### src/bcs_regs.svh
// Register map, field layout, reset values and timing constants of the breaker command supervisor
// Assumes a 20 MHz clock; all supervision times count in 1 ms ticks
`ifndef BCS_REGS_SVH
`define BCS_REGS_SVH

`define BCS_ADDR_CTRL       12'h000
`define BCS_ADDR_OPTIME     12'h004
`define BCS_ADDR_PULSE      12'h008
`define BCS_ADDR_INTERM     12'h00c
`define BCS_ADDR_SYNCHK     12'h010
`define BCS_ADDR_SYNSW      12'h014
`define BCS_ADDR_SELTO      12'h018
`define BCS_ADDR_CMD        12'h01c
`define BCS_ADDR_STATUS     12'h020

// Control register fields
`define BCS_CTRL_LOCAL_EN   0
`define BCS_CTRL_REMOTE_EN  1
`define BCS_CTRL_FORCED     2
`define BCS_CTRL_SCHEME_LO  4
`define BCS_CTRL_RESET      32'h0000_0007

// Command register fields (write only)
`define BCS_CMD_CLOSE       0
`define BCS_CMD_OPEN        1
`define BCS_CMD_REMOTE      2
`define BCS_CMD_SKIP_CHECK  3
`define BCS_CMD_SELECT      4
`define BCS_CMD_CANCEL      5

`define BCS_OPTIME_RESET    16'd200
`define BCS_PULSE_RESET     16'd300
`define BCS_INTERM_RESET    16'd100
`define BCS_SYNCHK_RESET    16'd1000
`define BCS_SYNSW_RESET     16'd0
`define BCS_SELTO_RESET     16'd5000
`define BCS_PULSE_MIN_MS    16'd100
`define BCS_OPER_PULSE_MS   16'd150

`define BCS_CLK_HZ          20000000
`define BCS_TICK_MS         1
`define BCS_TICK_CYCLES     ((`BCS_CLK_HZ / 1000) * `BCS_TICK_MS)

`endif

### src/bcs_pkg.sv
// Types of the breaker command supervisor
// Used by the supervisor, its property checker and the bench
package bcs_pkg;
    typedef enum logic [1:0] {
        BCS_DIRECT_NORMAL,
        BCS_DIRECT_ENHANCED,
        BCS_SBO_ENHANCED,
        BCS_SCHEME_RSVD
    } bcs_scheme_e;

    typedef enum logic [1:0] {
        BCS_POS_INTERMEDIATE,
        BCS_POS_OPEN,
        BCS_POS_CLOSED,
        BCS_POS_FAULT
    } bcs_pos_e;

    typedef logic [15:0] bcs_ms_t;
endpackage

### src/bcs_breaker_supervisor.sv
// Breaker command supervisor: APB registers, command checks, pulse and supervision timers
// Assumes position and permit inputs come from pins; APB on clk_i
//
// Added by the designer: the APB slave port and the register offsets.
`timescale 1ns/1ns
`default_nettype none
`include "bcs_regs.svh"

module bcs_breaker_supervisor (
    input  wire logic         clk_i,
    input  wire logic         arst_n_i,
    input  wire logic         psel_i,
    input  wire logic         penable_i,
    input  wire logic         pwrite_i,
    input  wire logic [11:0]  paddr_i,
    input  wire logic [31:0]  pwdata_i,
    output logic      [31:0]  prdata_o,
    output logic              pready_o,
    output logic              pslverr_o,
    input  wire logic         open_position_in_i,
    input  wire logic         closed_position_in_i,
    input  wire logic         open_permit_i,
    input  wire logic         close_permit_i,
    input  wire logic         operation_block_i,
    input  wire logic         sync_permit_i,
    input  wire logic         panel_permit_i,
    input  wire logic         remote_permit_i,
    input  wire logic         external_switch_flag_i,
    output logic              open_cmd_o,
    output logic              close_cmd_o,
    output logic              sync_switch_trigger_o,
    output logic              operation_pulse_o,
    output logic              unintended_operation_o,
    output logic              breaker_open_o,
    output logic              breaker_closed_o,
    output logic              breaker_intermediate_o,
    output bcs_pkg::bcs_pos_e position_o
);
    import bcs_pkg::*;

    typedef enum logic [2:0] {
        S_IDLE, S_SELECTED, S_SYNC_WAIT, S_SYNC_SW, S_PULSE, S_SUPERVISE
    } bcs_state_e;

    localparam int TICK_CYC = `BCS_TICK_CYCLES;

    function automatic logic hit(input logic [11:0] a, input logic [11:0] b);
        hit = (a == b);
    endfunction

    // Pin synchronisers: first stage read only by second
    logic [8:0] pin_meta_q;
    logic [8:0] pin_q;
    always_ff @(posedge clk_i or negedge arst_n_i) begin
        if (!arst_n_i) begin
            pin_meta_q <= 9'h000;
            pin_q      <= 9'h000;
        end else begin
            pin_meta_q <= {external_switch_flag_i, remote_permit_i, panel_permit_i,
                           sync_permit_i, operation_block_i, close_permit_i,
                           open_permit_i, closed_position_in_i, open_position_in_i};
            pin_q      <= pin_meta_q;
        end
    end
    logic pos_open, pos_closed, en_open, en_close, blk, syn_ok, pnl_ok, rem_ok, ext_sw;
    assign {ext_sw, rem_ok, pnl_ok, syn_ok, blk, en_close, en_open, pos_closed, pos_open} = pin_q;

    // Millisecond tick
    logic [15:0] div_q;
    logic        tick;
    assign tick = (div_q == 16'(TICK_CYC - 1));
    always_ff @(posedge clk_i or negedge arst_n_i) begin
        if (!arst_n_i) begin
            div_q <= 16'h0000;
        end else begin
            div_q <= tick ? 16'h0000 : div_q + 16'h0001;
        end
    end

    // Configuration registers
    logic        local_en_q, remote_en_q, forced_q;
    bcs_scheme_e scheme_q;
    bcs_ms_t     optime_q, pulse_q, interm_q, synchk_q, synsw_q, selto_q;
    logic        wr, rd;
    assign wr = psel_i && penable_i && pwrite_i;
    assign rd = psel_i && penable_i && !pwrite_i;
    assign pready_o = 1'b1;

    always_ff @(posedge clk_i or negedge arst_n_i) begin
        if (!arst_n_i) begin
            local_en_q  <= 1'b1;
            remote_en_q <= 1'b1;
            forced_q    <= 1'b1;
            scheme_q    <= BCS_DIRECT_NORMAL;
            optime_q    <= `BCS_OPTIME_RESET;
            pulse_q     <= `BCS_PULSE_RESET;
            interm_q    <= `BCS_INTERM_RESET;
            synchk_q    <= `BCS_SYNCHK_RESET;
            synsw_q     <= `BCS_SYNSW_RESET;
            selto_q     <= `BCS_SELTO_RESET;
        end else if (wr) begin
            if (hit(paddr_i, `BCS_ADDR_CTRL)) begin
                local_en_q  <= pwdata_i[`BCS_CTRL_LOCAL_EN];
                remote_en_q <= pwdata_i[`BCS_CTRL_REMOTE_EN];
                forced_q    <= pwdata_i[`BCS_CTRL_FORCED];
                scheme_q    <= bcs_scheme_e'(pwdata_i[`BCS_CTRL_SCHEME_LO +: 2]);
            end else if (hit(paddr_i, `BCS_ADDR_OPTIME)) begin
                optime_q <= pwdata_i[15:0];
            end else if (hit(paddr_i, `BCS_ADDR_PULSE)) begin
                pulse_q <= pwdata_i[15:0];
            end else if (hit(paddr_i, `BCS_ADDR_INTERM)) begin
                interm_q <= pwdata_i[15:0];
            end else if (hit(paddr_i, `BCS_ADDR_SYNCHK)) begin
                synchk_q <= pwdata_i[15:0];
            end else if (hit(paddr_i, `BCS_ADDR_SYNSW)) begin
                synsw_q <= pwdata_i[15:0];
            end else if (hit(paddr_i, `BCS_ADDR_SELTO)) begin
                selto_q <= pwdata_i[15:0];
            end
        end
    end

    logic mapped;
    assign mapped = hit(paddr_i, `BCS_ADDR_CTRL) || hit(paddr_i, `BCS_ADDR_OPTIME)
                 || hit(paddr_i, `BCS_ADDR_PULSE) || hit(paddr_i, `BCS_ADDR_INTERM)
                 || hit(paddr_i, `BCS_ADDR_SYNCHK) || hit(paddr_i, `BCS_ADDR_SYNSW)
                 || hit(paddr_i, `BCS_ADDR_SELTO) || hit(paddr_i, `BCS_ADDR_CMD)
                 || hit(paddr_i, `BCS_ADDR_STATUS);
    assign pslverr_o = psel_i && penable_i && !mapped;

    // Command decode
    logic cmd_wr, cmd_close, cmd_open, cmd_remote, cmd_skip, cmd_select, cmd_cancel;
    assign cmd_wr     = wr && hit(paddr_i, `BCS_ADDR_CMD);
    assign cmd_close  = pwdata_i[`BCS_CMD_CLOSE];
    assign cmd_open   = pwdata_i[`BCS_CMD_OPEN];
    assign cmd_remote = pwdata_i[`BCS_CMD_REMOTE];
    assign cmd_skip   = pwdata_i[`BCS_CMD_SKIP_CHECK];
    assign cmd_select = pwdata_i[`BCS_CMD_SELECT];
    assign cmd_cancel = pwdata_i[`BCS_CMD_CANCEL];

    logic src_ok, do_check, perm_ok, cmd_valid;
    assign src_ok = cmd_remote ? (remote_en_q && rem_ok) : (local_en_q && pnl_ok);
    assign do_check = forced_q || !cmd_skip;
    assign perm_ok = !do_check || (cmd_open ? en_open : en_close);
    assign cmd_valid = cmd_wr && (cmd_open ^ cmd_close) && src_ok && !blk;

    // Position decode
    bcs_pos_e pos_raw;
    always_comb begin
        if (pos_open && !pos_closed) begin
            pos_raw = BCS_POS_OPEN;
        end else if (pos_closed && !pos_open) begin
            pos_raw = BCS_POS_CLOSED;
        end else if (pos_open) begin
            pos_raw = BCS_POS_FAULT;
        end else begin
            pos_raw = BCS_POS_INTERMEDIATE;
        end
    end

    bcs_ms_t  trans_ms_q;
    bcs_pos_e pos_q;
    always_ff @(posedge clk_i or negedge arst_n_i) begin
        if (!arst_n_i) begin
            trans_ms_q <= 16'h0000;
            pos_q      <= BCS_POS_INTERMEDIATE;
        end else if (pos_raw == BCS_POS_OPEN || pos_raw == BCS_POS_CLOSED) begin
            trans_ms_q <= 16'h0000;
            pos_q      <= pos_raw;
        end else if (tick) begin
            if (trans_ms_q >= interm_q) begin
                pos_q <= pos_raw;
            end else begin
                trans_ms_q <= trans_ms_q + 16'h0001;
            end
        end
    end
    assign position_o             = pos_q;
    assign breaker_open_o         = (pos_q == BCS_POS_OPEN);
    assign breaker_closed_o       = (pos_q == BCS_POS_CLOSED);
    assign breaker_intermediate_o = (pos_q == BCS_POS_INTERMEDIATE) || (pos_q == BCS_POS_FAULT);

    // Command state machine
    bcs_state_e st_q;
    bcs_ms_t    tmr_q, sup_q;
    logic       is_close_q, is_remote_q, chk_q, pos_err_q, rejected_q, abandoned_q;
    logic       enhanced, reached;
    assign enhanced = (scheme_q == BCS_DIRECT_ENHANCED) || (scheme_q == BCS_SBO_ENHANCED);
    assign reached  = is_close_q ? (pos_raw == BCS_POS_CLOSED) : (pos_raw == BCS_POS_OPEN);

    always_ff @(posedge clk_i or negedge arst_n_i) begin
        if (!arst_n_i) begin
            st_q        <= S_IDLE;
            tmr_q       <= 16'h0000;
            sup_q       <= 16'h0000;
            is_close_q  <= 1'b0;
            is_remote_q <= 1'b0;
            chk_q       <= 1'b1;
            pos_err_q   <= 1'b0;
            rejected_q  <= 1'b0;
            abandoned_q <= 1'b0;
        end else begin
            if (cmd_wr && st_q != S_IDLE && !(st_q == S_SELECTED)) begin
                rejected_q <= 1'b1;
            end
            case (st_q)
            S_IDLE: begin
                if (cmd_valid) begin
                    is_close_q  <= cmd_close;
                    is_remote_q <= cmd_remote;
                    chk_q       <= do_check;
                    tmr_q       <= 16'h0000;
                    pos_err_q   <= 1'b0;
                    rejected_q  <= 1'b0;
                    abandoned_q <= 1'b0;
                    if (scheme_q == BCS_SBO_ENHANCED && cmd_select) begin
                        st_q <= S_SELECTED;
                    end else if (scheme_q == BCS_SBO_ENHANCED || !perm_ok) begin
                        rejected_q <= 1'b1;
                    end else begin
                        st_q <= cmd_close && do_check ? S_SYNC_WAIT : S_PULSE;
                    end
                end else if (cmd_wr) begin
                    rejected_q <= 1'b1;
                end
            end
            S_SELECTED: begin
                if (cmd_wr) begin
                    tmr_q <= 16'h0000;
                    if (cmd_cancel || !cmd_valid || cmd_select || !perm_ok
                        || cmd_close != is_close_q) begin
                        rejected_q <= !cmd_cancel;
                        st_q       <= S_IDLE;
                    end else begin
                        st_q <= is_close_q && do_check ? S_SYNC_WAIT : S_PULSE;
                    end
                end else if (tick) begin
                    if (tmr_q >= selto_q - 16'h0001) begin
                        abandoned_q <= 1'b1;
                        st_q        <= S_IDLE;
                    end
                    tmr_q <= tmr_q + 16'h0001;
                end
            end
            S_SYNC_WAIT: begin
                if (syn_ok) begin
                    tmr_q <= 16'h0000;
                    st_q  <= S_PULSE;
                end else if (tick) begin
                    tmr_q <= tmr_q + 16'h0001;
                    if (tmr_q >= synchk_q - 16'h0001) begin
                        tmr_q <= 16'h0000;
                        if (synsw_q == 16'h0000) begin
                            abandoned_q <= 1'b1;
                            st_q        <= S_IDLE;
                        end else begin
                            st_q <= S_SYNC_SW;
                        end
                    end
                end
            end
            S_SYNC_SW: begin
                if (syn_ok) begin
                    tmr_q <= 16'h0000;
                    st_q  <= S_PULSE;
                end else if (tick) begin
                    tmr_q <= tmr_q + 16'h0001;
                    if (tmr_q >= synsw_q - 16'h0001) begin
                        abandoned_q <= 1'b1;
                        st_q        <= S_IDLE;
                    end
                end
            end
            S_PULSE: begin
                if (tick) begin
                    tmr_q <= tmr_q + 16'h0001;
                    sup_q <= sup_q + 16'h0001;
                end
                if (tick && tmr_q >= `BCS_PULSE_MIN_MS - 16'h0001
                         && (reached || tmr_q >= pulse_q - 16'h0001)) begin
                    st_q <= S_SUPERVISE;
                end
            end
            S_SUPERVISE: begin
                if (tick) begin
                    sup_q <= sup_q + 16'h0001;
                end
                if (reached || !enhanced) begin
                    sup_q <= 16'h0000;
                    st_q  <= S_IDLE;
                end else if (tick && sup_q >= optime_q - 16'h0001) begin
                    pos_err_q <= 1'b1;
                    sup_q     <= 16'h0000;
                    st_q      <= S_IDLE;
                end
            end
            default: st_q <= S_IDLE;
            endcase
            if (st_q == S_IDLE) begin
                sup_q <= 16'h0000;
            end
        end
    end

    always_ff @(posedge clk_i or negedge arst_n_i) begin
        if (!arst_n_i) begin
            open_cmd_o            <= 1'b0;
            close_cmd_o           <= 1'b0;
            sync_switch_trigger_o <= 1'b0;
        end else begin
            open_cmd_o            <= (st_q == S_PULSE) && !is_close_q && !blk;
            close_cmd_o           <= (st_q == S_PULSE) && is_close_q && !blk;
            sync_switch_trigger_o <= (st_q == S_SYNC_SW);
        end
    end

    bcs_pos_e last_pos_q;
    bcs_ms_t  oper_ms_q;
    logic     oper_act_q, cmd_seen_q;
    logic     pos_change;
    assign pos_change = (pos_q != last_pos_q)
                     && (pos_q == BCS_POS_OPEN || pos_q == BCS_POS_CLOSED);
    always_ff @(posedge clk_i or negedge arst_n_i) begin
        if (!arst_n_i) begin
            last_pos_q             <= BCS_POS_INTERMEDIATE;
            oper_ms_q              <= 16'h0000;
            oper_act_q             <= 1'b0;
            cmd_seen_q             <= 1'b0;
            unintended_operation_o <= 1'b0;
        end else begin
            if (pos_q == BCS_POS_OPEN || pos_q == BCS_POS_CLOSED) begin
                last_pos_q <= pos_q;
            end
            if (st_q == S_PULSE && is_remote_q) begin
                cmd_seen_q <= 1'b1;
            end else if (pos_change) begin
                cmd_seen_q <= 1'b0;
            end
            if (pos_change && last_pos_q != BCS_POS_INTERMEDIATE) begin
                oper_act_q             <= 1'b1;
                oper_ms_q              <= 16'h0000;
                unintended_operation_o <= !cmd_seen_q && !ext_sw;
            end else if (oper_act_q && tick) begin
                oper_ms_q <= oper_ms_q + 16'h0001;
                if (oper_ms_q >= `BCS_OPER_PULSE_MS - 16'h0001) begin
                    oper_act_q <= 1'b0;
                end
            end
        end
    end
    assign operation_pulse_o = oper_act_q;

    // Read mux
    always_ff @(posedge clk_i or negedge arst_n_i) begin
        if (!arst_n_i) begin
            prdata_o <= 32'h0000_0000;
        end else if (psel_i && !penable_i && !pwrite_i) begin
            if (hit(paddr_i, `BCS_ADDR_CTRL)) begin
                prdata_o <= {26'h0, scheme_q, 1'b0, forced_q, remote_en_q, local_en_q};
            end else if (hit(paddr_i, `BCS_ADDR_OPTIME)) begin
                prdata_o <= {16'h0, optime_q};
            end else if (hit(paddr_i, `BCS_ADDR_PULSE)) begin
                prdata_o <= {16'h0, pulse_q};
            end else if (hit(paddr_i, `BCS_ADDR_INTERM)) begin
                prdata_o <= {16'h0, interm_q};
            end else if (hit(paddr_i, `BCS_ADDR_SYNCHK)) begin
                prdata_o <= {16'h0, synchk_q};
            end else if (hit(paddr_i, `BCS_ADDR_SYNSW)) begin
                prdata_o <= {16'h0, synsw_q};
            end else if (hit(paddr_i, `BCS_ADDR_SELTO)) begin
                prdata_o <= {16'h0, selto_q};
            end else if (hit(paddr_i, `BCS_ADDR_STATUS)) begin
                prdata_o <= {22'h0, st_q, abandoned_q, rejected_q, pos_err_q,
                             unintended_operation_o, chk_q, pos_q};
            end else begin
                prdata_o <= 32'h0000_0000;
            end
        end
    end
    logic unused_rd;
    assign unused_rd = rd;
endmodule
`default_nettype wire

### config.mk
export PLATFORM = sky130hd
export DESIGN_NAME = bcs_breaker_supervisor
export DESIGN_NICKNAME = d
export VERILOG_FILES = /design/src/bcs_pkg.sv /design/src/bcs_breaker_supervisor.sv
export VERILOG_INCLUDE_DIRS = /design/src
export SDC_FILE = /design/constraint.sdc
export NUM_CORES = 1
export LEC_CHECK = 0
export ABC_AREA = 1
export BUFFER_PORTS_ARGS = -buffer_cell sky130_fd_sc_hd__buf_2
export CAP_MARGIN = 20
export CORE_MARGIN = 2
export CORE_UTILIZATION = 45
export CTS_BUF_LIST = sky130_fd_sc_hd__clkbuf_4 sky130_fd_sc_hd__clkbuf_8
export DETAILED_ROUTE_END_ITERATION = 8
export SLEW_MARGIN = 20
export SYNTH_ARGS = -nofsm -noshare
export SYNTH_HDL_FRONTEND = slang
export SYNTH_SLANG_ARGS = --single-unit
export TNS_END_PERCENT = 100
### constraint.sdc
create_clock -name clk_i -period 3.7 [get_ports clk_i]
set_input_delay 0.74 -clock clk_i [delete_from_list [all_inputs] [get_ports clk_i]]
set_output_delay 0.74 -clock clk_i [all_outputs]
set_load 0.01 [all_outputs]
==> out/metrics.csv, run 1 <==
metric;value;unit
outcome;complete, no violations;
DRT Pass-1 Iters;5;
Total Wirelength;47360;µm
initial antenna violation count;0;
Worst Setup End Kind;flip-flop;
Overall Global Routing Usage;26.04;%
period utilization;95.45;%
Worst Tran Pin Value;954.6;ps
# placed instances;2637;
Post-Layout Cell Count;2730;
max-cap violations;0;
placed inst area;17010;µm²
sequential element share of the synthesized area;36.87;%
Synth cell types;55;
clock buffer count from CTS;46;
Critical R2R Launch;synchk_q[2];
FF+latch count, synth;234;
worst reg-to-reg setup slack;170;ps
fmax;283.1;MHz
largest net degree at the start of global routing;88;
diodes inserted;0;
number of I/O port buffers;68;
worst setup margin;168.2;ps
wire per inst;17.35;µm
Boundary Pins;102;
std cell rows;68;
worst relative slew slack;36.20;%
crit-path max cell delay;420;ps
Final Cell Area;18320;µm²
register share of total power;43.4;%
CP Data Arrival Time;4060;ps
global-route wire length before repair;74090;µm
die area;37010;µm²
CP Launch Point;synchk_q[2];
average vias per placed instance;5.295;
share of layout cells above drive strength 1;14.73;%
# nets final;2410;
cts hold-fix bufs;0;
clock buffer depth;3;
Worst Path Required;4230;ps
H-tree levels;2;
Via Count;14460;
chip width;192.4;µm
PD cells;334.4;nW/µm²
crit-path max FO;6;
core area;34710;µm²
antenna-violating nets left;0;
Post-Place Setup Slack;81.48;ps
Net Sw Frac;26.82;%
Core Util, Final;52.77;%
gpl congestion;0.9168;
Clk Latency, worst-skew pair;630;ps
synthesized area;15970;µm²
clk root buf;clkbuf_8;
Final Max Slew Viols;0;
CP max-delay cell;dfrtp_2;
Synth Instances;2110;
Clock Skews;39.71;ps
CP cell instances;nor2_1, nand2_1, nor3_2, nand2_2, nor3_4, nand2_2, nor2_4, nand3_1, xnor2_1, inv_1, ha_4, nand2_2, o21a_1, nand2_1, a21oi_2, buf_4, nand4_1, buf_4, clkbuf_16, o21ai_0, nand2_1, o21ai_0;
worst reg2reg path endpoint;tmr_q[9];
Int Power;0.004482;W
RSZ-0062 raised after global routing;true;
initial drt markers;1069;
Final setup viols;0;
drt drc;0;
total net switching power;0.001643;W
CTS tree;yes;
combinational cell fraction of total power;8.3;%
clk sinks;234;
minimum clock period after layout;3532;ps
DP Wirelength;35590;µm
syn_area_per_cell;7.568;µm²
Yosys Warn Count;0;
Tot Pwr;0.006125;W
Static Leakage;9.479;nW
WS Path Type;reg2reg;
Reg clk slew, reported paths;60;ps
Die Y;192.4;µm
area grow syn2layout;14.72;%
Initial Utilization;46.00;%
final hold vios;0;
grt total ovfl;0;
Reg2Reg Depth;22;
vias in the first global route;13710;
Worst VDD drop;0.0003016;V
clock power share;48.3;%
CP Launch Type;flip-flop;
Hold Path Class;in2async;
crit path capture;tmr_q[9];
-- power by group through the flow --
| stage | registers (W) | clock network, W | logic (W) |
|---|---|---|---|
| finish | 0.00266 | 0.00296 | 0.000508 |
| global route | 0.00266 | 0.00315 | 0.000578 |
| CTS | 0.00266 | 0.00303 | 0.000506 |
| detailed placement | 0.00270 | 0 | 0.000505 |
| global placement | 0.00270 | 0 | 0.000498 |
| floorplan | 0.00269 | 0 | 0.000296 |
-- synth_stat cells (all sizes together) --
| cell type | n | area (µm²) |
|---|---|---|
| conb | 2 | 7.510 |
| clkinv | 1 | 5.000 |
| nand2 | 515 | 1991 |
| dfstp | 25 | 656.9 |
| a21o | 3 | 22.52 |
| a221oi | 5 | 43.79 |
| mux2i | 1 | 10.01 |
| nor4 | 15 | 108.9 |
| o31ai | 7 | 52.55 |
| o2111ai | 1 | 8.760 |
| a31o | 1 | 8.760 |
| a2bb2oi | 6 | 52.55 |
| ha | 115 | 1439 |
| xor2 | 92 | 805.8 |
| buf | 42 | 297.8 |
| nand3 | 109 | 555.5 |
| or2 | 2 | 12.52 |
| a2111oi | 1 | 8.760 |
| inv | 267 | 1002 |
| o21ai | 217 | 1090 |
| clkbuf | 24 | 90.09 |
| o21bai | 1 | 7.510 |
| dfrtp | 209 | 5230 |
| o221ai | 2 | 17.52 |
| o211ai | 17 | 127.6 |
| a31oi | 2 | 12.51 |
| mux2 | 1 | 11.26 |
| a21oi | 80 | 404.1 |
| xnor2 | 27 | 236.5 |
| nor3 | 58 | 359.1 |
| nor2 | 178 | 723.2 |
| nand4 | 42 | 277.8 |
| and3 | 2 | 12.51 |
| nand3b | 13 | 97.59 |
| o21a | 5 | 37.54 |
| o21ba | 1 | 10.01 |
| o22ai | 19 | 118.9 |
| a211oi | 2 | 15.01 |
-- what timing repair did --
item | 4_1_cts | 5_1_grt
endpoints found under the setup margin | 0 | 37
resized for setup | 0 | 41
setup buffers | 0 | 6
-- routing by layer --
| metal | part of all wire [%] | vias to the layer above | wire, µm | global-route usage [%] |
|---|---|---|---|---|
| met3 | 5.4 | 90 | 2580 | 4.655 |
| met2 | 46 | 386 | 21790 | 41.62 |
| met5 | 0 | - | 0 | 0 |
| met4 | 2.8 | 0 | 1349 | 8.368 |
| li1 | - | 7177 | - | - |
| met1 | 46 | 6802 | 21640 | 35.74 |
-- stage by stage --
stage | hold WS, ps | setup TNS [ps]
finish | 119.2 | 0
global route | 150.2 | -79.70
CTS | 137.4 | 0
detailed placement | 336.5 | 0
global placement | 334.8 | 0
floorplan | 331.2 | 0
-- placed cells by master (no fill, tap or decap), drive strengths merged, types with 80 or more instances in the layout --
cell and count:
o21ai 217, nor2 178, xor2 92, dfrtp 209, nand3 109, buf 129, a21oi 80, ha 115
inv 268, nand2 515
-- area by class of cell --
cell class / count / area, µm²
repair buffers: 130 / 870.8
clock inverters: 23 / 230.2
well taps: 455 / 569.3
inverters: 268 / 1007
clock buffers: 63 / 810.8
flip-flops and latches: 234 / 5889
multi-input cells: 1557 / 8940
fillers: 3392 / 16400
-- cell families after synthesis --
group           synth area share (%)
other cells                  0.04703
simple gates                   25.91
xor+xnor                       6.527
fa+ha+maj                      9.011
mux                           0.1332
buf+inv                        8.737
compound gates                 12.76
flops                          36.87
-- worst max-delay path, delay by kind of cell, from the launching register on --
kind | cells | cell delay (ps)
flip-flops | 1 | 420
adder cells (fa/ha/maj) | 1 | 230
AO/OA/AOI/OAI | 4 | 490
AND/OR/NAND/NOR | 12 | 1570
buffers and inverters | 4 | 600
XOR/XNOR | 1 | 160
-- worst min path at each step --
stage	startpoint	to	slack, ps	cells after the start
2_1_floorplan	pin_meta_q[0]	pin_q[0]	330	0
3_3_place_gp	pin_meta_q[2]	pin_q[2]	330	0
3_5_place_dp	pin_meta_q[4]	pin_q[4]	340	0
4_1_cts	arst_n_i	tmr_q[13]	140	1
5_1_grt	arst_n_i	tmr_q[9]	150	1
6_report	arst_n_i	tmr_q[8]	120	1
No activity file was read; power rests on OpenSTA's default activity.
==> inputs of run 2 (changes only) <==
--- a/config.mk
+++ b/config.mk
@@ -9,7 +9,6 @@
 export ABC_AREA = 1
 export BUFFER_PORTS_ARGS = -buffer_cell sky130_fd_sc_hd__buf_2
 export CAP_MARGIN = 20
-export CORE_MARGIN = 2
 export CORE_UTILIZATION = 45
 export CTS_BUF_LIST = sky130_fd_sc_hd__clkbuf_4 sky130_fd_sc_hd__clkbuf_8
 export DETAILED_ROUTE_END_ITERATION = 8
==> run 2 against run 1 <==
Net effect: critical path depth grew 1; die area shrank 2.1%; total power grew 1.7%; register-to-register slack gained 80 ps; global-route usage grew 0.051 points; largest power group unchanged; final cell count shrank 0.48%; sequential cell count is the same; setup slack gained 78 ps; clock skew shrank 18 ps; critical endpoint is now st_q[1]; fmax grew 2.2%; first-iteration DRC count shrank 6.7%; sequential share of layout area grew 0.23 points.
==> out/metrics.csv, run 2 (same netlist as run 1, synthesis figures left out) <==
metric;value;unit
global-route wire length before repair;73590;µm
Clk Latency, worst-skew pair;580;ps
# placed instances;2636;
core area;34710;µm²
CTS tree;yes;
DRT Pass-1 Iters;5;
PD cells;342.5;nW/µm²
Worst Setup End Kind;flip-flop;
DP Wirelength;35260;µm
Clock Skews;21.45;ps
grt total ovfl;0;
number of I/O port buffers;68;
Via Count;14390;
period utilization;93.36;%
minimum clock period after layout;3454;ps
Die Y;190.4;µm
std cell rows;68;
clk root buf;clkbuf_8;
Post-Layout Cell Count;2717;
CP Launch Type;flip-flop;
gpl congestion;0.9025;
antenna-violating nets left;0;
vias in the first global route;13440;
largest net degree at the start of global routing;95;
CP Buf/Inv Count;2;
clk sinks;234;
outcome;complete, no violations;
chip width;190.4;µm
share of layout cells above drive strength 1;13.53;%
crit-path max cell delay;410;ps
area grow syn2layout;13.85;%
Static Leakage;9.396;nW
CP Data Arrival Time;3910;ps
worst relative slew slack;35.35;%
kind of cell adding the most delay to the critical path;simple AND/OR/NAND/NOR gates;
Worst Path Required;4160;ps
Boundary Pins;102;
# nets final;2401;
Worst VDD drop;0.0002919;V
Final setup viols;0;
Most Frequent Cell on Critical Path;nand2_1;
Hold Path Class;in2async;
commonest non-fill, non-tap cell in the layout;nand2_1;
diodes inserted;0;
H-tree levels;2;
clock buffer depth;3;
average vias per placed instance;5.295;
fmax;289.5;MHz
Overall Global Routing Usage;26.09;%
drt drc;0;
worst setup margin;245.7;ps
crit-path max FO;4;
commonest non-fill, non-tap cells in the layout;501 x nand2_1, 253 x inv_1, 209 x dfrtp_1, 191 x o21ai_0, 162 x nor2_1;
WS Path Type;reg2reg;
clock buffer count from CTS;44;
Post-Place Setup Slack;94.49;ps
die area;36240;µm²
wire per inst;17.09;µm
Initial Utilization;46.00;%
Reg clk slew, reported paths;60;ps
CP cell instances;nor2_1, nand2_1, nor4_2, buf_4, nand2_1, nor2_2, nand2_1, nor2_1, nand3_1, xor2_2, inv_1, ha_1, nand2_1, nor3_2, nand3_1, nand3_1, nand2_1, nand2_1, nand2_1, nor2_2, nand2_1, nand2_1, nand2_1;
cts hold-fix bufs;0;
max-cap violations;0;
Total Wirelength;46440;µm
Final Max Slew Viols;0;
Worst Tran Pin Value;967.4;ps
final hold vios;0;
CP max-delay cell;dfrtp_1;
initial drt markers;997;
initial antenna violation count;0;
[run 2: cell types whose count changed in the layout (fill, tap and decap cells not counted), moves of 3 or more]
cell / previous run / this run
clkbuf_4: 9 / 6
clkinvlp_4: 3 / 0
nand3_2: 7 / 2
clkbuf_8: 54 / 62
nand3_1: 102 / 107
buf_4: 58 / 53
clkinv_2: 15 / 8
[run 2: path summary, 6_finish.rpt]
check | start | to | slack (ps) | cells past startpoint
hold / removal | arst_n_i | tmr_q[8] | 200 | 1
hold reg to reg | pin_meta_q[7] | pin_q[7] | 340 | 0
min in group clk_i | operation_block_i | pin_meta_q[4] | 280 | 1
max in group asynchronous | arst_n_i | remote_en_q | 2470 | 2
setup / recovery | optime_q[1] | st_q[1] | 250 | 23
setup reg to reg | optime_q[1] | st_q[1] | 250 | 23
[run 2: timing repair]
item                       CTS  global route
buffers inserted             0             1
gates resized for setup      0            21
setup endpoints to repair    0            36
[run 2: layout make-up]
cell class / instances / area (µm²)
clock inverter: 12 / 185.2
fill: 3420 / 16530
tap: 455 / 569.3
multi-input combinational: 1557 / 8843
timing repair buffer: 123 / 788.3
sequential: 234 / 5887
inverter: 268 / 1007
clock buffer: 68 / 898.4
[run 2: worst register-to-register path: cells and delay by family, from the launching register on]
kind,cells,cell delay [ps]
DFF,1,410
and+or+nand+nor,19,2120
buffers and inverters,2,250
adders and majority gates,1,300
xor gates and xnor gates,1,270
[run 2: layer usage]
layer | global-route usage, % | share of wire (%) | vias up
li1 | - | - | 7158
met1 | 36.17 | 46 | 6723
met2 | 40.91 | 45 | 414
met3 | 4.122 | 5.6 | 91
met4 | 9.569 | 3.3 | 0
met5 | 0 | 0 | -
[run 2: power by group]
| group | leakage (nW) | internal [W] | switching [W] |
|---|---|---|---|
| clock | 0.571 | 0.00189 | 0.00117 |
| combinational | 5.84 | 0.000153 | 0.000352 |
| sequential | 2.98 | 0.00261 | 0.0000459 |
| total | 9.40 | 0.00466 | 0.00157 |
[run 2: metrics by stage]
stage	util [%]	instance area (µm²)	total power [W]	TNS (ps)	hold WS (ps)
finish	52.37	18180	0.006226	0	204.8
global route	52.37	18180	0.006478	-93.07	243.6
CTS	52.05	18070	0.006289	0	222.8
detailed placement	48.93	16990	0.003207	0	335.8
global placement	48.93	16990	0.003197	0	334.7
floorplan	-	16020	0.002987	0	331.2
